File: src/common/adb_pkg.sv
// package with constants and carrier types for the shared data-bus pin block
package adb_pkg;

  // ****************************************************************
  // widths and depths
  // ****************************************************************
  localparam int DATA_W        = 16;
  localparam int FIFO_DEPTH    = 32;
  localparam int RESULT_BITS   = 16;
  localparam int CTRL_W        = 8;

  // ****************************************************************
  // pin positions on the shared bus
  // ****************************************************************
  localparam int BIT_SEL_A     = 0;
  localparam int BIT_SEL_B     = 1;
  localparam int BIT_SEL_C     = 2;
  localparam int BIT_CHAIN_C   = 3;
  localparam int BIT_CHAIN_B   = 4;
  localparam int BIT_CHAIN_A   = 5;
  localparam int BIT_SCLK      = 6;
  localparam int BIT_HBF       = 7;
  localparam int BIT_CHAIN_EN  = 7;
  localparam int BIT_DOUT_A    = 8;
  localparam int BIT_DOUT_B    = 9;
  localparam int BIT_DOUT_C    = 10;
  localparam int BIT_CTRL_LSB  = 8;

  // ****************************************************************
  // reset values
  // ****************************************************************
  localparam logic [7:0]  CTRL_RST = 8'h00;
  localparam logic [15:0] WORD_RST = 16'h0000;

  // ****************************************************************
  // carrier types
  // ****************************************************************
  typedef struct packed {
    logic csN;
    logic rdN;
    logic wrN;
    logic serialParallelSelect;
    logic wordByteSelect;
  } adb_ctl_t;

  typedef enum logic [1:0] {
    ST_IDLE      = 2'b00,
    ST_PAR_READ  = 2'b01,
    ST_SER_LOAD  = 2'b11,
    ST_SER_SHIFT = 2'b10
  } adb_state_t;

endpackage

File: src/adb_sync.sv
// three-stage input synchroniser with agreement filter
`timescale 1ns/1ps
module adb_sync #(
  parameter int WIDTH = 1
) (
  input  wire logic             sys_clk,
  input  wire logic             sys_rst,
  input  wire logic [WIDTH-1:0] asyncIn,
  output logic      [WIDTH-1:0] syncOut
);

  logic [WIDTH-1:0] stage1_q;
  logic [WIDTH-1:0] stage2_q;
  logic [WIDTH-1:0] stage3_q;
  logic [WIDTH-1:0] syncOut_d;
  logic [WIDTH-1:0] syncOut_q;

  // a bit moves only once stages two and three agree
  always_comb begin
    for (int i = 0; i < WIDTH; i++) begin
      syncOut_d[i] = (stage2_q[i] == stage3_q[i]) ? stage3_q[i] : syncOut_q[i];
    end
  end

  // stage one feeds stage two only, to keep metastability contained
  always_ff @(posedge sys_clk or posedge sys_rst) begin
    if (sys_rst) begin
      stage1_q  <= '0;
      stage2_q  <= '0;
      stage3_q  <= '0;
      syncOut_q <= '0;
    end else begin
      stage1_q  <= asyncIn;
      stage2_q  <= stage1_q;
      stage3_q  <= stage2_q;
      syncOut_q <= syncOut_d;
    end
  end

  assign syncOut = syncOut_q;

endmodule

File: src/adb_fifo.sv
// result FIFO with valid/ready on both sides
`timescale 1ns/1ps
module adb_fifo #(
  parameter int WIDTH = 16,
  parameter int DEPTH = 32
) (
  input  wire logic             sys_clk,
  input  wire logic             sys_rst,
  input  wire logic [WIDTH-1:0] inData,
  input  wire logic             inValid,
  output logic                  inReady,
  output logic      [WIDTH-1:0] outData,
  output logic                  outValid,
  input  wire logic             outReady
);

  localparam int AW = $clog2(DEPTH);

  logic [WIDTH-1:0] mem [DEPTH];
  logic [AW-1:0]    wrPtr_q;
  logic [AW-1:0]    wrPtr_d;
  logic [AW-1:0]    rdPtr_q;
  logic [AW-1:0]    rdPtr_d;
  logic [AW:0]      count_q;
  logic [AW:0]      count_d;
  logic             inReady_q;
  logic             inReady_d;
  logic             push;
  logic             pop;

  assign push     = inValid && inReady_q;
  assign pop      = outReady && (count_q != '0);
  assign outValid = (count_q != '0);
  assign outData  = mem[rdPtr_q];
  assign inReady  = inReady_q;

  // pointer wrap assumes a power-of-two depth
  always_comb begin
    wrPtr_d   = push ? wrPtr_q + 1'b1 : wrPtr_q;
    rdPtr_d   = pop ? rdPtr_q + 1'b1 : rdPtr_q;
    count_d   = count_q + {{AW{1'b0}}, push} - {{AW{1'b0}}, pop};
    inReady_d = (count_d != (AW+1)'(DEPTH));
  end

  always_ff @(posedge sys_clk or posedge sys_rst) begin
    if (sys_rst) begin
      wrPtr_q   <= '0;
      rdPtr_q   <= '0;
      count_q   <= '0;
      inReady_q <= 1'b0;
    end else begin
      wrPtr_q   <= wrPtr_d;
      rdPtr_q   <= rdPtr_d;
      count_q   <= count_d;
      inReady_q <= inReady_d;
    end
  end

  // storage needs no reset
  always_ff @(posedge sys_clk) begin
    if (push) begin
      mem[wrPtr_q] <= inData;
    end
  end

endmodule

File: src/adb_pin_mux.sv
// shared data-bus pin functions: parallel word/byte port, serial port, chain
`timescale 1ns/1ps
module adb_pin_mux #(
  parameter int RESULT_BITS = adb_pkg::RESULT_BITS,
  parameter int FIFO_DEPTH  = adb_pkg::FIFO_DEPTH
) (
  input  wire logic                        sys_clk,
  input  wire logic                        sys_rst,
  // pin side
  input  wire logic                        csN,
  input  wire logic                        rdN,
  input  wire logic                        wrN,
  input  wire logic                        serialParallelSelect,
  input  wire logic                        wordByteSelect,
  input  wire logic [adb_pkg::DATA_W-1:0]  dbIn,
  output logic      [adb_pkg::DATA_W-1:0]  dbOut,
  output logic      [adb_pkg::DATA_W-1:0]  dbOe,
  // user side
  input  wire logic [adb_pkg::DATA_W-1:0]  resultData,
  input  wire logic                        resultValid,
  output logic                             resultReady,
  output logic      [adb_pkg::CTRL_W-1:0]  ctrlData,
  output logic                             ctrlWrite,
  output logic                             serialActive,
  output logic                             chainActive
);

  // ****************************************************************
  // helpers
  // ****************************************************************

  // narrow variants clear bit 15, and for 12 bits also bits 13 and 12; bit 14 passes through
  function automatic logic [15:0] fitWidth(input logic [15:0] w);
    logic [15:0] r;
    r = w;
    if (RESULT_BITS == 14) begin
      r[15] = 1'b0;
    end else if (RESULT_BITS == 12) begin
      r[15] = 1'b0;
      r[13] = 1'b0;
      r[12] = 1'b0;
    end
    return r;
  endfunction

  // ****************************************************************
  // input synchronisers
  // ****************************************************************
  adb_pkg::adb_ctl_t             ctlRaw;
  adb_pkg::adb_ctl_t             ctlInv;
  adb_pkg::adb_ctl_t             ctl;
  logic [adb_pkg::DATA_W-1:0]    dbS;

  // strobes cross inverted so the all-zero synchroniser reset reads as idle-high pins,
  // otherwise a phantom read would drive the bus right after reset
  assign ctlRaw = '{csN: !csN, rdN: !rdN, wrN: !wrN,
                    serialParallelSelect: serialParallelSelect,
                    wordByteSelect: wordByteSelect};
  assign ctl    = '{csN: !ctlInv.csN, rdN: !ctlInv.rdN, wrN: !ctlInv.wrN,
                    serialParallelSelect: ctlInv.serialParallelSelect,
                    wordByteSelect: ctlInv.wordByteSelect};

  adb_sync #(.WIDTH($bits(adb_pkg::adb_ctl_t))) uCtlSync (
    .sys_clk (sys_clk),
    .sys_rst (sys_rst),
    .asyncIn (ctlRaw),
    .syncOut (ctlInv)
  );

  adb_sync #(.WIDTH(adb_pkg::DATA_W)) uBusSync (
    .sys_clk (sys_clk),
    .sys_rst (sys_rst),
    .asyncIn (dbIn),
    .syncOut (dbS)
  );

  // ****************************************************************
  // result buffer
  // ****************************************************************
  logic [adb_pkg::DATA_W-1:0] headData;
  logic                       headValid;
  logic                       pop;

  adb_fifo #(.WIDTH(adb_pkg::DATA_W), .DEPTH(FIFO_DEPTH)) uFifo (
    .sys_clk  (sys_clk),
    .sys_rst  (sys_rst),
    .inData   (resultData),
    .inValid  (resultValid),
    .inReady  (resultReady),
    .outData  (headData),
    .outValid (headValid),
    .outReady (pop)
  );

  // ****************************************************************
  // decoded pin functions
  // ****************************************************************
  logic        serMode;
  logic        byteMode;
  logic        readAct;
  logic        writeAct;
  logic        selA;
  logic        selB;
  logic        selC;
  logic        chainEn;
  logic        sclkFall;
  logic        csFall;
  logic [15:0] headWord;
  logic        sclkPrev_q;
  logic        csPrev_q;

  // select low means parallel, high means serial
  assign serMode  = ctl.serialParallelSelect;
  assign byteMode = ctl.wordByteSelect && !serMode;
  assign readAct  = !ctl.csN && !ctl.rdN && !serMode;
  // a simultaneous read wins and the write is ignored
  assign writeAct = !ctl.csN && !ctl.wrN && !serMode && ctl.rdN;
  assign selA     = dbS[adb_pkg::BIT_SEL_A];
  assign selB     = dbS[adb_pkg::BIT_SEL_B];
  assign selC     = dbS[adb_pkg::BIT_SEL_C];
  // unused chain pins are grounded by the board, so a low here is trusted
  assign chainEn  = serMode && dbS[adb_pkg::BIT_CHAIN_EN];
  assign sclkFall = sclkPrev_q && !dbS[adb_pkg::BIT_SCLK];
  assign csFall   = csPrev_q && !ctl.csN;
  assign headWord = headValid ? fitWidth(headData) : adb_pkg::WORD_RST;

  // ****************************************************************
  // state
  // ****************************************************************
  adb_pkg::adb_state_t  state_q;
  adb_pkg::adb_state_t  state_d;
  logic [15:0]          word_q;
  logic [15:0]          word_d;
  logic                 byteSecond_q;
  logic                 byteSecond_d;
  logic                 hbf_q;
  logic                 hbf_d;
  logic [15:0]          shA_q;
  logic [15:0]          shA_d;
  logic [15:0]          shB_q;
  logic [15:0]          shB_d;
  logic [15:0]          shC_q;
  logic [15:0]          shC_d;
  logic [1:0]           loadIdx_q;
  logic [1:0]           loadIdx_d;
  logic                 wrPrev_q;
  logic [7:0]           wrLatch_q;
  logic [7:0]           wrLatch_d;
  logic [7:0]           ctrl_q;
  logic [7:0]           ctrl_d;
  logic                 ctrlStb_q;
  logic                 ctrlStb_d;
  logic [15:0]          dbOut_q;
  logic [15:0]          dbOut_d;
  logic [15:0]          dbOe_q;
  logic [15:0]          dbOe_d;
  logic                 serAct_q;
  logic                 chainAct_q;

  // ****************************************************************
  // transfer sequencer
  // ****************************************************************

  // the head word is sampled at read start and popped only at read end,
  // so a slow read strobe still sees one stable result
  always_comb begin
    state_d      = state_q;
    word_d       = word_q;
    byteSecond_d = byteSecond_q;
    hbf_d        = hbf_q;
    shA_d        = shA_q;
    shB_d        = shB_q;
    shC_d        = shC_q;
    loadIdx_d    = loadIdx_q;
    pop          = 1'b0;
    unique case (state_q)
      adb_pkg::ST_IDLE: begin
        if (readAct) begin
          state_d = adb_pkg::ST_PAR_READ;
          word_d  = headWord;
          if (!byteSecond_q) begin
            hbf_d = dbS[adb_pkg::BIT_HBF];
          end
        end else if (serMode && csFall) begin
          state_d      = adb_pkg::ST_SER_LOAD;
          loadIdx_d    = 2'd0;
          byteSecond_d = 1'b0;
        end
      end
      adb_pkg::ST_PAR_READ: begin
        if (!readAct) begin
          state_d = adb_pkg::ST_IDLE;
          if (!byteMode || byteSecond_q) begin
            pop          = headValid;
            byteSecond_d = 1'b0;
          end else begin
            byteSecond_d = 1'b1;
          end
        end
      end
      adb_pkg::ST_SER_LOAD: begin
        // one result per enabled output, A then B then C
        loadIdx_d = loadIdx_q + 2'd1;
        if (loadIdx_q == 2'd0 && selA) begin
          shA_d = headWord;
          pop   = headValid;
        end else if (loadIdx_q == 2'd1 && selB) begin
          shB_d = headWord;
          pop   = headValid;
        end else if (loadIdx_q == 2'd2 && selC) begin
          shC_d = headWord;
          pop   = headValid;
        end
        if (loadIdx_q == 2'd2) begin
          state_d = adb_pkg::ST_SER_SHIFT;
        end
        if (ctl.csN) begin
          state_d = adb_pkg::ST_IDLE;
        end
      end
      adb_pkg::ST_SER_SHIFT: begin
        if (ctl.csN) begin
          state_d = adb_pkg::ST_IDLE;
        end else if (sclkFall) begin
          // chain inputs follow our own bits; zeros when chaining is off
          shA_d = {shA_q[14:0], chainEn & dbS[adb_pkg::BIT_CHAIN_A]};
          shB_d = {shB_q[14:0], chainEn & dbS[adb_pkg::BIT_CHAIN_B]};
          shC_d = {shC_q[14:0], chainEn & dbS[adb_pkg::BIT_CHAIN_C]};
        end
      end
    endcase
    // entering serial mode mid pair restarts the byte sequence
    if (serMode && state_q == adb_pkg::ST_IDLE && !csFall) begin
      byteSecond_d = 1'b0;
    end
  end

  always_ff @(posedge sys_clk or posedge sys_rst) begin
    if (sys_rst) begin
      state_q      <= adb_pkg::ST_IDLE;
      word_q       <= adb_pkg::WORD_RST;
      byteSecond_q <= 1'b0;
      hbf_q        <= 1'b0;
      shA_q        <= adb_pkg::WORD_RST;
      shB_q        <= adb_pkg::WORD_RST;
      shC_q        <= adb_pkg::WORD_RST;
      loadIdx_q    <= 2'd0;
    end else begin
      state_q      <= state_d;
      word_q       <= word_d;
      byteSecond_q <= byteSecond_d;
      hbf_q        <= hbf_d;
      shA_q        <= shA_d;
      shB_q        <= shB_d;
      shC_q        <= shC_d;
      loadIdx_q    <= loadIdx_d;
    end
  end

  // ****************************************************************
  // control register write
  // ****************************************************************

  // the upper lines are latched while the write is low and committed at its end
  always_comb begin
    wrLatch_d = writeAct ? dbS[15:adb_pkg::BIT_CTRL_LSB] : wrLatch_q;
    ctrl_d    = ctrl_q;
    ctrlStb_d = 1'b0;
    if (wrPrev_q && !writeAct) begin
      ctrl_d    = wrLatch_q;
      ctrlStb_d = 1'b1;
    end
  end

  always_ff @(posedge sys_clk or posedge sys_rst) begin
    if (sys_rst) begin
      wrLatch_q  <= adb_pkg::CTRL_RST;
      ctrl_q     <= adb_pkg::CTRL_RST;
      ctrlStb_q  <= 1'b0;
      wrPrev_q   <= 1'b0;
      sclkPrev_q <= 1'b0;
      csPrev_q   <= 1'b1;
    end else begin
      wrLatch_q  <= wrLatch_d;
      ctrl_q     <= ctrl_d;
      ctrlStb_q  <= ctrlStb_d;
      wrPrev_q   <= writeAct;
      sclkPrev_q <= dbS[adb_pkg::BIT_SCLK];
      csPrev_q   <= ctl.csN;
    end
  end

  // ****************************************************************
  // pin drivers
  // ****************************************************************

  // enables are registered, so pins turn around one cycle after the synchronised strobes and state
  always_comb begin
    dbOut_d = '0;
    dbOe_d  = '0;
    if (state_q == adb_pkg::ST_PAR_READ && readAct) begin
      if (byteMode) begin
        // byte lanes on the upper lines only; bit 7 stays an input
        dbOut_d[15:8] = (hbf_q ^ byteSecond_q) ? word_q[15:8] : word_q[7:0];
        dbOe_d[15:8]  = 8'hff;
      end else begin
        dbOut_d = word_q;
        dbOe_d  = 16'hffff;
      end
    end else if (serMode && !ctl.csN) begin
      dbOut_d[adb_pkg::BIT_DOUT_A] = shA_q[15];
      dbOut_d[adb_pkg::BIT_DOUT_B] = shB_q[15];
      dbOut_d[adb_pkg::BIT_DOUT_C] = shC_q[15];
      dbOe_d[adb_pkg::BIT_DOUT_A]  = selA;
      dbOe_d[adb_pkg::BIT_DOUT_B]  = selB;
      dbOe_d[adb_pkg::BIT_DOUT_C]  = selC;
    end
    // bits 11..15 are grounded by the board in serial, so never driven
    if (ctl.csN) begin
      dbOe_d = '0;
    end
  end

  always_ff @(posedge sys_clk or posedge sys_rst) begin
    if (sys_rst) begin
      dbOut_q    <= '0;
      dbOe_q     <= '0;
      serAct_q   <= 1'b0;
      chainAct_q <= 1'b0;
    end else begin
      dbOut_q    <= dbOut_d;
      dbOe_q     <= dbOe_d;
      serAct_q   <= serMode;
      chainAct_q <= chainEn;
    end
  end

  assign dbOut        = dbOut_q;
  assign dbOe         = dbOe_q;
  assign ctrlData     = ctrl_q;
  assign ctrlWrite    = ctrlStb_q;
  assign serialActive = serAct_q;
  assign chainActive  = chainAct_q;

endmodule

File: config.mk
export PLATFORM = sky130hd
export DESIGN_NAME = adb_pin_mux
export DESIGN_NICKNAME = d
export VERILOG_FILES = /design/src/common/adb_pkg.sv /design/src/adb_sync.sv /design/src/adb_fifo.sv /design/src/adb_pin_mux.sv
export SDC_FILE = /design/constraint.sdc
export NUM_CORES = 1
export LEC_CHECK = 0
export BUFFER_PORTS_ARGS = -buffer_cell sky130_fd_sc_hd__buf_2
export CORE_UTILIZATION = 56
export CTS_CLUSTER_DIAMETER = 40
export DETAILED_ROUTE_END_ITERATION = 8
export MAX_ROUTING_LAYER = met4
export PLACE_DENSITY = 0.72
export RECOVER_POWER = 25
export SYNTH_ARGS = -nofsm -noshare
export SYNTH_HDL_FRONTEND = slang
export SYNTH_SLANG_ARGS = --single-unit
File: constraint.sdc
create_clock -name sys_clk -period 7.4 [get_ports sys_clk]
set_clock_uncertainty 0.1 [all_clocks]
set_input_delay 1.48 -clock sys_clk [delete_from_list [all_inputs] [get_ports sys_clk]]
set_output_delay 1.48 -clock sys_clk [all_outputs]
set_load 0.05 [all_outputs]
==> impl_metrics.json, run 1 <==
{
  "floorplan.initialDensity": 0.571,
  "yosysTopAreaCell": "edfxtp_1",
  "cts_hold_buffers": 0,
  "whs_endpoint": "uBusSync.stage2_q[15]",
  "arrival_ps": 3820,
  "criticalPathCategory": "flip-flop to flip-flop",
  "met1_usage": 0.330,
  "dieArea_um2": 49900,
  "worstPathRequired_ps": 7740,
  "synth.avg_cell_area_um2": 18.4,
  "worstSkewPairLatency_ps": 630,
  "async_flop_share": 0.295,
  "cts_num_sinks": 726,
  "finalPower_mw": 12.4,
  "final_layout_size_suffix_gt1_frac": 0.229,
  "grt_overflow": 0,
  "hold_depth": 0,
  "fin_crit_sh": 0.469,
  "antenna_cells": 0,
  "status": "complete, but fails checks",
  "syn_nets": 1553,
  "violations": "max-capacitance violations, max-slew violations",
  "p_int_mw": 8.67,
  "r2r_cells": 6,
  "boundaryPins": 84,
  "cts_tree": "yes",
  "maxCapViolCount": 12,
  "gp_congestion": 0.831,
  "setup.worst_path.end_class": "flip-flop",
  "h-tree-depth": 3,
  "post_cts_buffers": 0,
  "grt.busiest_layer": "met2",
  "synth_top_area_frac": 0.560,
  "worst-r2r-setup-slack_ps": 3930,
  "synth_edf_count": 512,
  "use_met2": 0.398,
  "grt_pass1_vias": 14700,
  "power_leakage_nw": 11.6,
  "synthTopCellsByArea": "edfxtp_1 (56%), dfrtp_1 (19%), mux4_2 (7.7%)",
  "core.rowCount": 80,
  "root_buffer": "clkbuf_16",
  "dieHeight_um": 223,
  "synth_seq_cells": 726,
  "core_area_um2": 48000,
  "synth_cell_types": 56,
  "grt_first_pass_wirelength_um": 89000,
  "ys.flop_type": "edfxtp_1",
  "yosysSeqAreaShare": 0.755,
  "wl_per_cell_um": 25.4,
  "fp.dieW_um": 223,
  "yosysMostFrequentCell": "edfxtp_1",
  "pwr-share-clk": 0.362,
  "reg2reg_to": "shB_q[3]",
  "dr.pass1.iters": 5,
  "max_stage_delay_ps": 830,
  "worst_pin_slew_ps": 1640,
  "grt_setup_unrepaired": "false",
  "finalMaxSlewViolations": 363,
  "finalHoldViolCount": 0,
  "cp_slowest_cell": "dfrtp_2",
  "crit_path_max_fanout": 49,
  "drt-initial-drc-count": 1532,
  "antenna_found_initial": 0,
  "max-slew-margin-rel": -0.0962,
  "comb_power_share": 0.232,
  "path_clk_slew_ps": 60,
  "syn_to_final_growth_pct": 15.2,
  "ir_worst_vdd_uv": 223,
  "yosys_warnings": 0,
  "cts_resized": 0,
  "min_from": "uBusSync.stage1_q[15]",
  "via_per_inst": 6.14,
  "synthCells": 1496,
  "place_hpwl_um": 33900,
  "cts_buffers": 88,
  "regToRegStartpoint": "uFifo.rdPtr_q[2]",
  "port_buffers": 83,
  "ys_top_cells_by_count": "edfxtp_1 (512), dfrtp_1 (213), mux4_2 (94)",
  "switching_share": 0.304,
  "max_freq_mhz": 288,
  "drc": 0,
  "clk_path_buf_depth": 3,
  "totalWireLength_um": 58700,
  "worstPathCellList": "buf_4 > mux4_2 > a22o_1 > a2111oi_2 > a311o_1 > o221ai_2",
  "syn_area_um2": 27500,
  "fin_tns_setup_ps": 0,
  "start_kind": "flip-flop",
  "period_minus_slack_ps": 3470,
  "grt_max_degree": 96,
  "hold_class": "flip-flop to flip-flop",
  "p_per_area_nw_per_um2": 394,
  "p_sw_mw": 3.78,
  "seqPwrFrac": 0.406,
  "grtUsageMet3": 0.0437,
  "grt_usage": 0.250,
  "vias": 14200,
  "setup_viol": 0,
  "ant_nets": 0,
  "fin_nets": 1681
}
-- per-layer routing --
metal | part of all wire | up-vias
li1 | - | 6166
met4 | 0.026 | 0
met5 | 0 | -
met3 | 0.067 | 103
met2 | 0.50 | 528
met1 | 0.41 | 7402
-- critical path: cells and delay by family (launching register included) --
kind / cells / cell delay, ps
AO/OA/AOI/OAI: 4 / 1190
buffers and inverters: 1 / 700
multiplexers: 1 / 410
flip-flops: 1 / 830
-- logic make-up after synthesis --
group / share of synthesized area
multiplexers: 0.114
buffers and inverters: 0.0222
adder cells (fa/ha/maj): 0.0157
XOR/XNOR: 0.00351
AO/OA/AOI/OAI: 0.0582
flip-flops: 0.755
AND/OR/NAND/NOR: 0.0314
-- layout make-up --
type,instances,area [µm²]
multi-input cells,657,6130
flip-flops and latches,726,20700
fillers,3138,16400
clock inverters,62,736
well taps,615,769
repair buffers,130,764
inverters,21,80.1
clock buffers,102,2410
-- cells in the final DEF, fill, tap and decap left out, drive strengths merged, types with 3 or more instances in the layout --
master,count
a211oi,18
a21oi,19
a22o,16
a22oi,61
and2,13
buf,117
bufinv,11
clkbuf,115
clkinv,18
clkinvlp,15
dfrtp,213
edfxtp,512
ha,16
inv,39
maj3,21
mux2,18
mux2i,81
mux4,94
nand2,73
nand2b,3
nand3,11
nand3b,7
nand4,6
nor2,51
nor2b,8
o21ai,59
o221ai,32
o22ai,16
or3,3
xnor2,8
xor2,3
-- state kept, by name, indices dropped and copies added (netlist names), 2 cells and up --
register           cells
shB_q                 16
dbOe                   5
dbOut                 16
shC_q                 16
uCtlSync.stage1_q      5
uFifo.count_q          6
word_q                16
uFifo.wrPtr_q          5
ctrlData               8
loadIdx_q              2
uFifo.rdPtr_q          5
uFifo.mem            512
uBusSync.stage3_q     16
uCtlSync.stage3_q      5
uBusSync.syncOut      16
shA_q                 16
uBusSync.stage1_q     16
uBusSync.stage2_q     16
uCtlSync.syncOut       5
state_q                2
wrLatch_q              8
uCtlSync.stage2_q      5
-- stage by stage --
stage / util / cells / hold slack, ps / cell area (µm²) / worst slack (ps)
floorplan: - / 1496 / 231 / 27500 / 3040
global placement: 0.593 / 2149 / 233 / 28500 / 3910
detailed placement: 0.593 / 2149 / 236 / 28500 / 3910
CTS: 0.659 / 2313 / 244 / 31600 / 3950
global route: 0.658 / 2313 / 252 / 31600 / 3820
finish: 0.658 / 2313 / 245 / 31600 / 3930
-- how the worst max path moves through the flow --
stage	start	endpoint	slack [ps]	cells after the start
4_1_cts	uFifo.rdPtr_q[2]	shB_q[3]	3950	6
2_1_floorplan	sys_rst	byteSecond_q	3040	1
3_3_place_gp	resultValid	uFifo.inReady	3910	9
3_5_place_dp	resultValid	uFifo.inReady	3910	9
5_1_grt	uFifo.rdPtr_q[0]	shB_q[7]	3820	5
6_report	uFifo.rdPtr_q[2]	shB_q[3]	3930	6
-- power groups by stage --
stage / Sequential, mW / Clock [mW] / Combinational (mW)
detailed placement: 5.12 / 0 / 2.89
global placement: 5.10 / 0 / 2.85
global route: 5.09 / 4.71 / 3.09
floorplan: 5.08 / 0 / 2.04
finish: 5.05 / 4.50 / 2.89
CTS: 5.05 / 4.57 / 2.91
Note: power is estimated with default switching activity, not from simulation.
==> run 2, diff against run 1 <==
Settings changed: CORE_UTILIZATION 56 to 62, PLACE_DENSITY 0.72 to 0.75.
Clock period 7.4 ns to 3.65 ns, I/O delays scaled along.
==> impl_metrics.json, run 2 (same netlist as run 1, synthesis figures left out) <==
{
  "final_layout_size_suffix_gt1_frac": 0.225,
  "cts_buffers": 84,
  "max_stage_delay_ps": 870,
  "cp_slowest_cell": "dfrtp_4",
  "crit_path_max_fanout": 48,
  "setup.worst_path.end_class": "flip-flop",
  "dieArea_um2": 45100,
  "p_sw_mw": 7.62,
  "via_per_inst": 6.33,
  "h-tree-depth": 3,
  "worst_pin_slew_ps": 1780,
  "core_area_um2": 43400,
  "fin_tns_setup_ps": 0,
  "pwr-share-clk": 0.338,
  "core.rowCount": 76,
  "setup_viol": 0,
  "max_freq_mhz": 312,
  "design_area_um2": 31500,
  "criticalPathCategory": "flip-flop to flip-flop",
  "worstPathRequired_ps": 4020,
  "vias": 14600,
  "place_hpwl_um": 35900,
  "cts_tree": "yes",
  "start_kind": "flip-flop",
  "grt_overflow": 0,
  "p_int_mw": 17.1,
  "final_common_cell": "edfxtp_1",
  "max-slew-margin-rel": -0.186,
  "root_buffer": "clkbuf_16",
  "grt_first_pass_wirelength_um": 91900,
  "status": "complete, but fails checks",
  "placed_area_um2": 28700,
  "p_per_area_nw_per_um2": 784,
  "drc": 0,
  "finalMaxSlewViolations": 498,
  "largest_reg_flops": 512,
  "path_clk_slew_ps": 60,
  "r2r_cells": 5,
  "grt_max_degree": 73,
  "cts_num_sinks": 726,
  "arrival_ps": 3570,
  "finalPower_mw": 24.7,
  "gp_congestion": 0.849,
  "cts_hold_buffers": 0,
  "grt_setup_unrepaired": "false",
  "floorplan.initialDensity": 0.633,
  "antenna_found_initial": 1,
  "final_cell_mix": "edfxtp_1 (512), dfrtp_1 (210), mux4_2 (94)",
  "port_buffers": 83,
  "boundaryPins": 84,
  "hold_depth": 1,
  "top_register": "uFifo.mem",
  "period_minus_slack_ps": 3200,
  "grt_usage": 0.291,
  "grt_pass1_vias": 14800,
  "dieHeight_um": 212,
  "ant_nets": 0,
  "clk_path_buf_depth": 3,
  "totalWireLength_um": 60600,
  "dr.pass1.iters": 5,
  "finalHoldViolCount": 0,
  "cts_resized": 0,
  "syn_to_final_growth_pct": 14.7,
  "wl_per_cell_um": 26.3,
  "hold_class": "input pin to flip-flop",
  "drt-initial-drc-count": 1585,
  "worstSkewPairLatency_ps": 630,
  "comb_power_share": 0.247,
  "fp.dieW_um": 212,
  "worstPathCellList": "buf_12 > mux4_2 > a211oi_1 > a22o_1 > o221ai_1",
  "fin_nets": 1702,
  "seqPwrFrac": 0.415,
  "maxCapViolCount": 15,
  "power_leakage_nw": 11.6,
  "fin_crit_sh": 0.877,
  "switching_share": 0.309,
  "ir_worst_vdd_uv": 640,
  "post_cts_buffers": 0,
  "violations": "max-capacitance violations, max-slew violations"
}
## run 2: power groups by stage
stage	Sequential [mW]	Combinational (mW)	Clock [mW]
2_1_floorplan	10.3	4.13	0
3_3_place_gp	10.4	5.88	0
3_5_place_dp	10.4	6.02	0
4_1_cts	10.2	6.09	8.42
5_1_grt	10.3	6.48	8.74
6_report	10.3	6.10	8.34
## run 2: routing by layer
metal | up-vias | wire length [µm] | track usage
met5 | - | 0 | -
met4 | 0 | 1660 | 0.0938
met3 | 117 | 4730 | 0.0544
met2 | 697 | 30100 | 0.457
met1 | 7559 | 24100 | 0.390
li1 | 6186 | - | -
## run 2: final cells by class
| class | count | area, µm² |
|---|---|---|
| multi-input cells | 657 | 6130 |
| repair buffers | 155 | 1010 |
| clock buffers | 105 | 2290 |
| flip-flops and latches | 726 | 20700 |
| inverters | 21 | 80.1 |
| well taps | 585 | 732 |
| clock inverters | 51 | 528 |
| fillers | 2534 | 11900 |
| diodes | 1 | 2.50 |
## run 2: worst paths after layout
check	startpoint	to	slack (ps)
worst max-delay path	uFifo.rdPtr_q[0]	shB_q[4]	450
worst min-delay path	dbIn[12]	uBusSync.stage1_q[12]	120
worst max register to register	uFifo.rdPtr_q[0]	shB_q[4]	450
worst min register to register	uBusSync.stage1_q[8]	uBusSync.stage2_q[8]	240
max in group asynchronous	sys_rst	dbOe[7]	1950
min in group asynchronous	sys_rst	uBusSync.stage2_q[14]	400
## run 2: stage by stage
step | utilization | hold slack [ps] | setup WS [ps] | cells
floorplan | - | 231 | 36.7 | 1496
global placement | 0.662 | 233 | 550 | 2144
detailed placement | 0.662 | 236 | 507 | 2144
CTS | 0.727 | 87.6 | 484 | 2300
global route | 0.727 | 88.5 | 366 | 2301
finish | 0.727 | 116 | 447 | 2301
## run 2: worst max-delay path: cells and delay by family (launching register included)
family | cells | cell delay (ps)
compound gates | 3 | 1060
flops | 1 | 870
buf+inv | 1 | 400
mux | 1 | 550
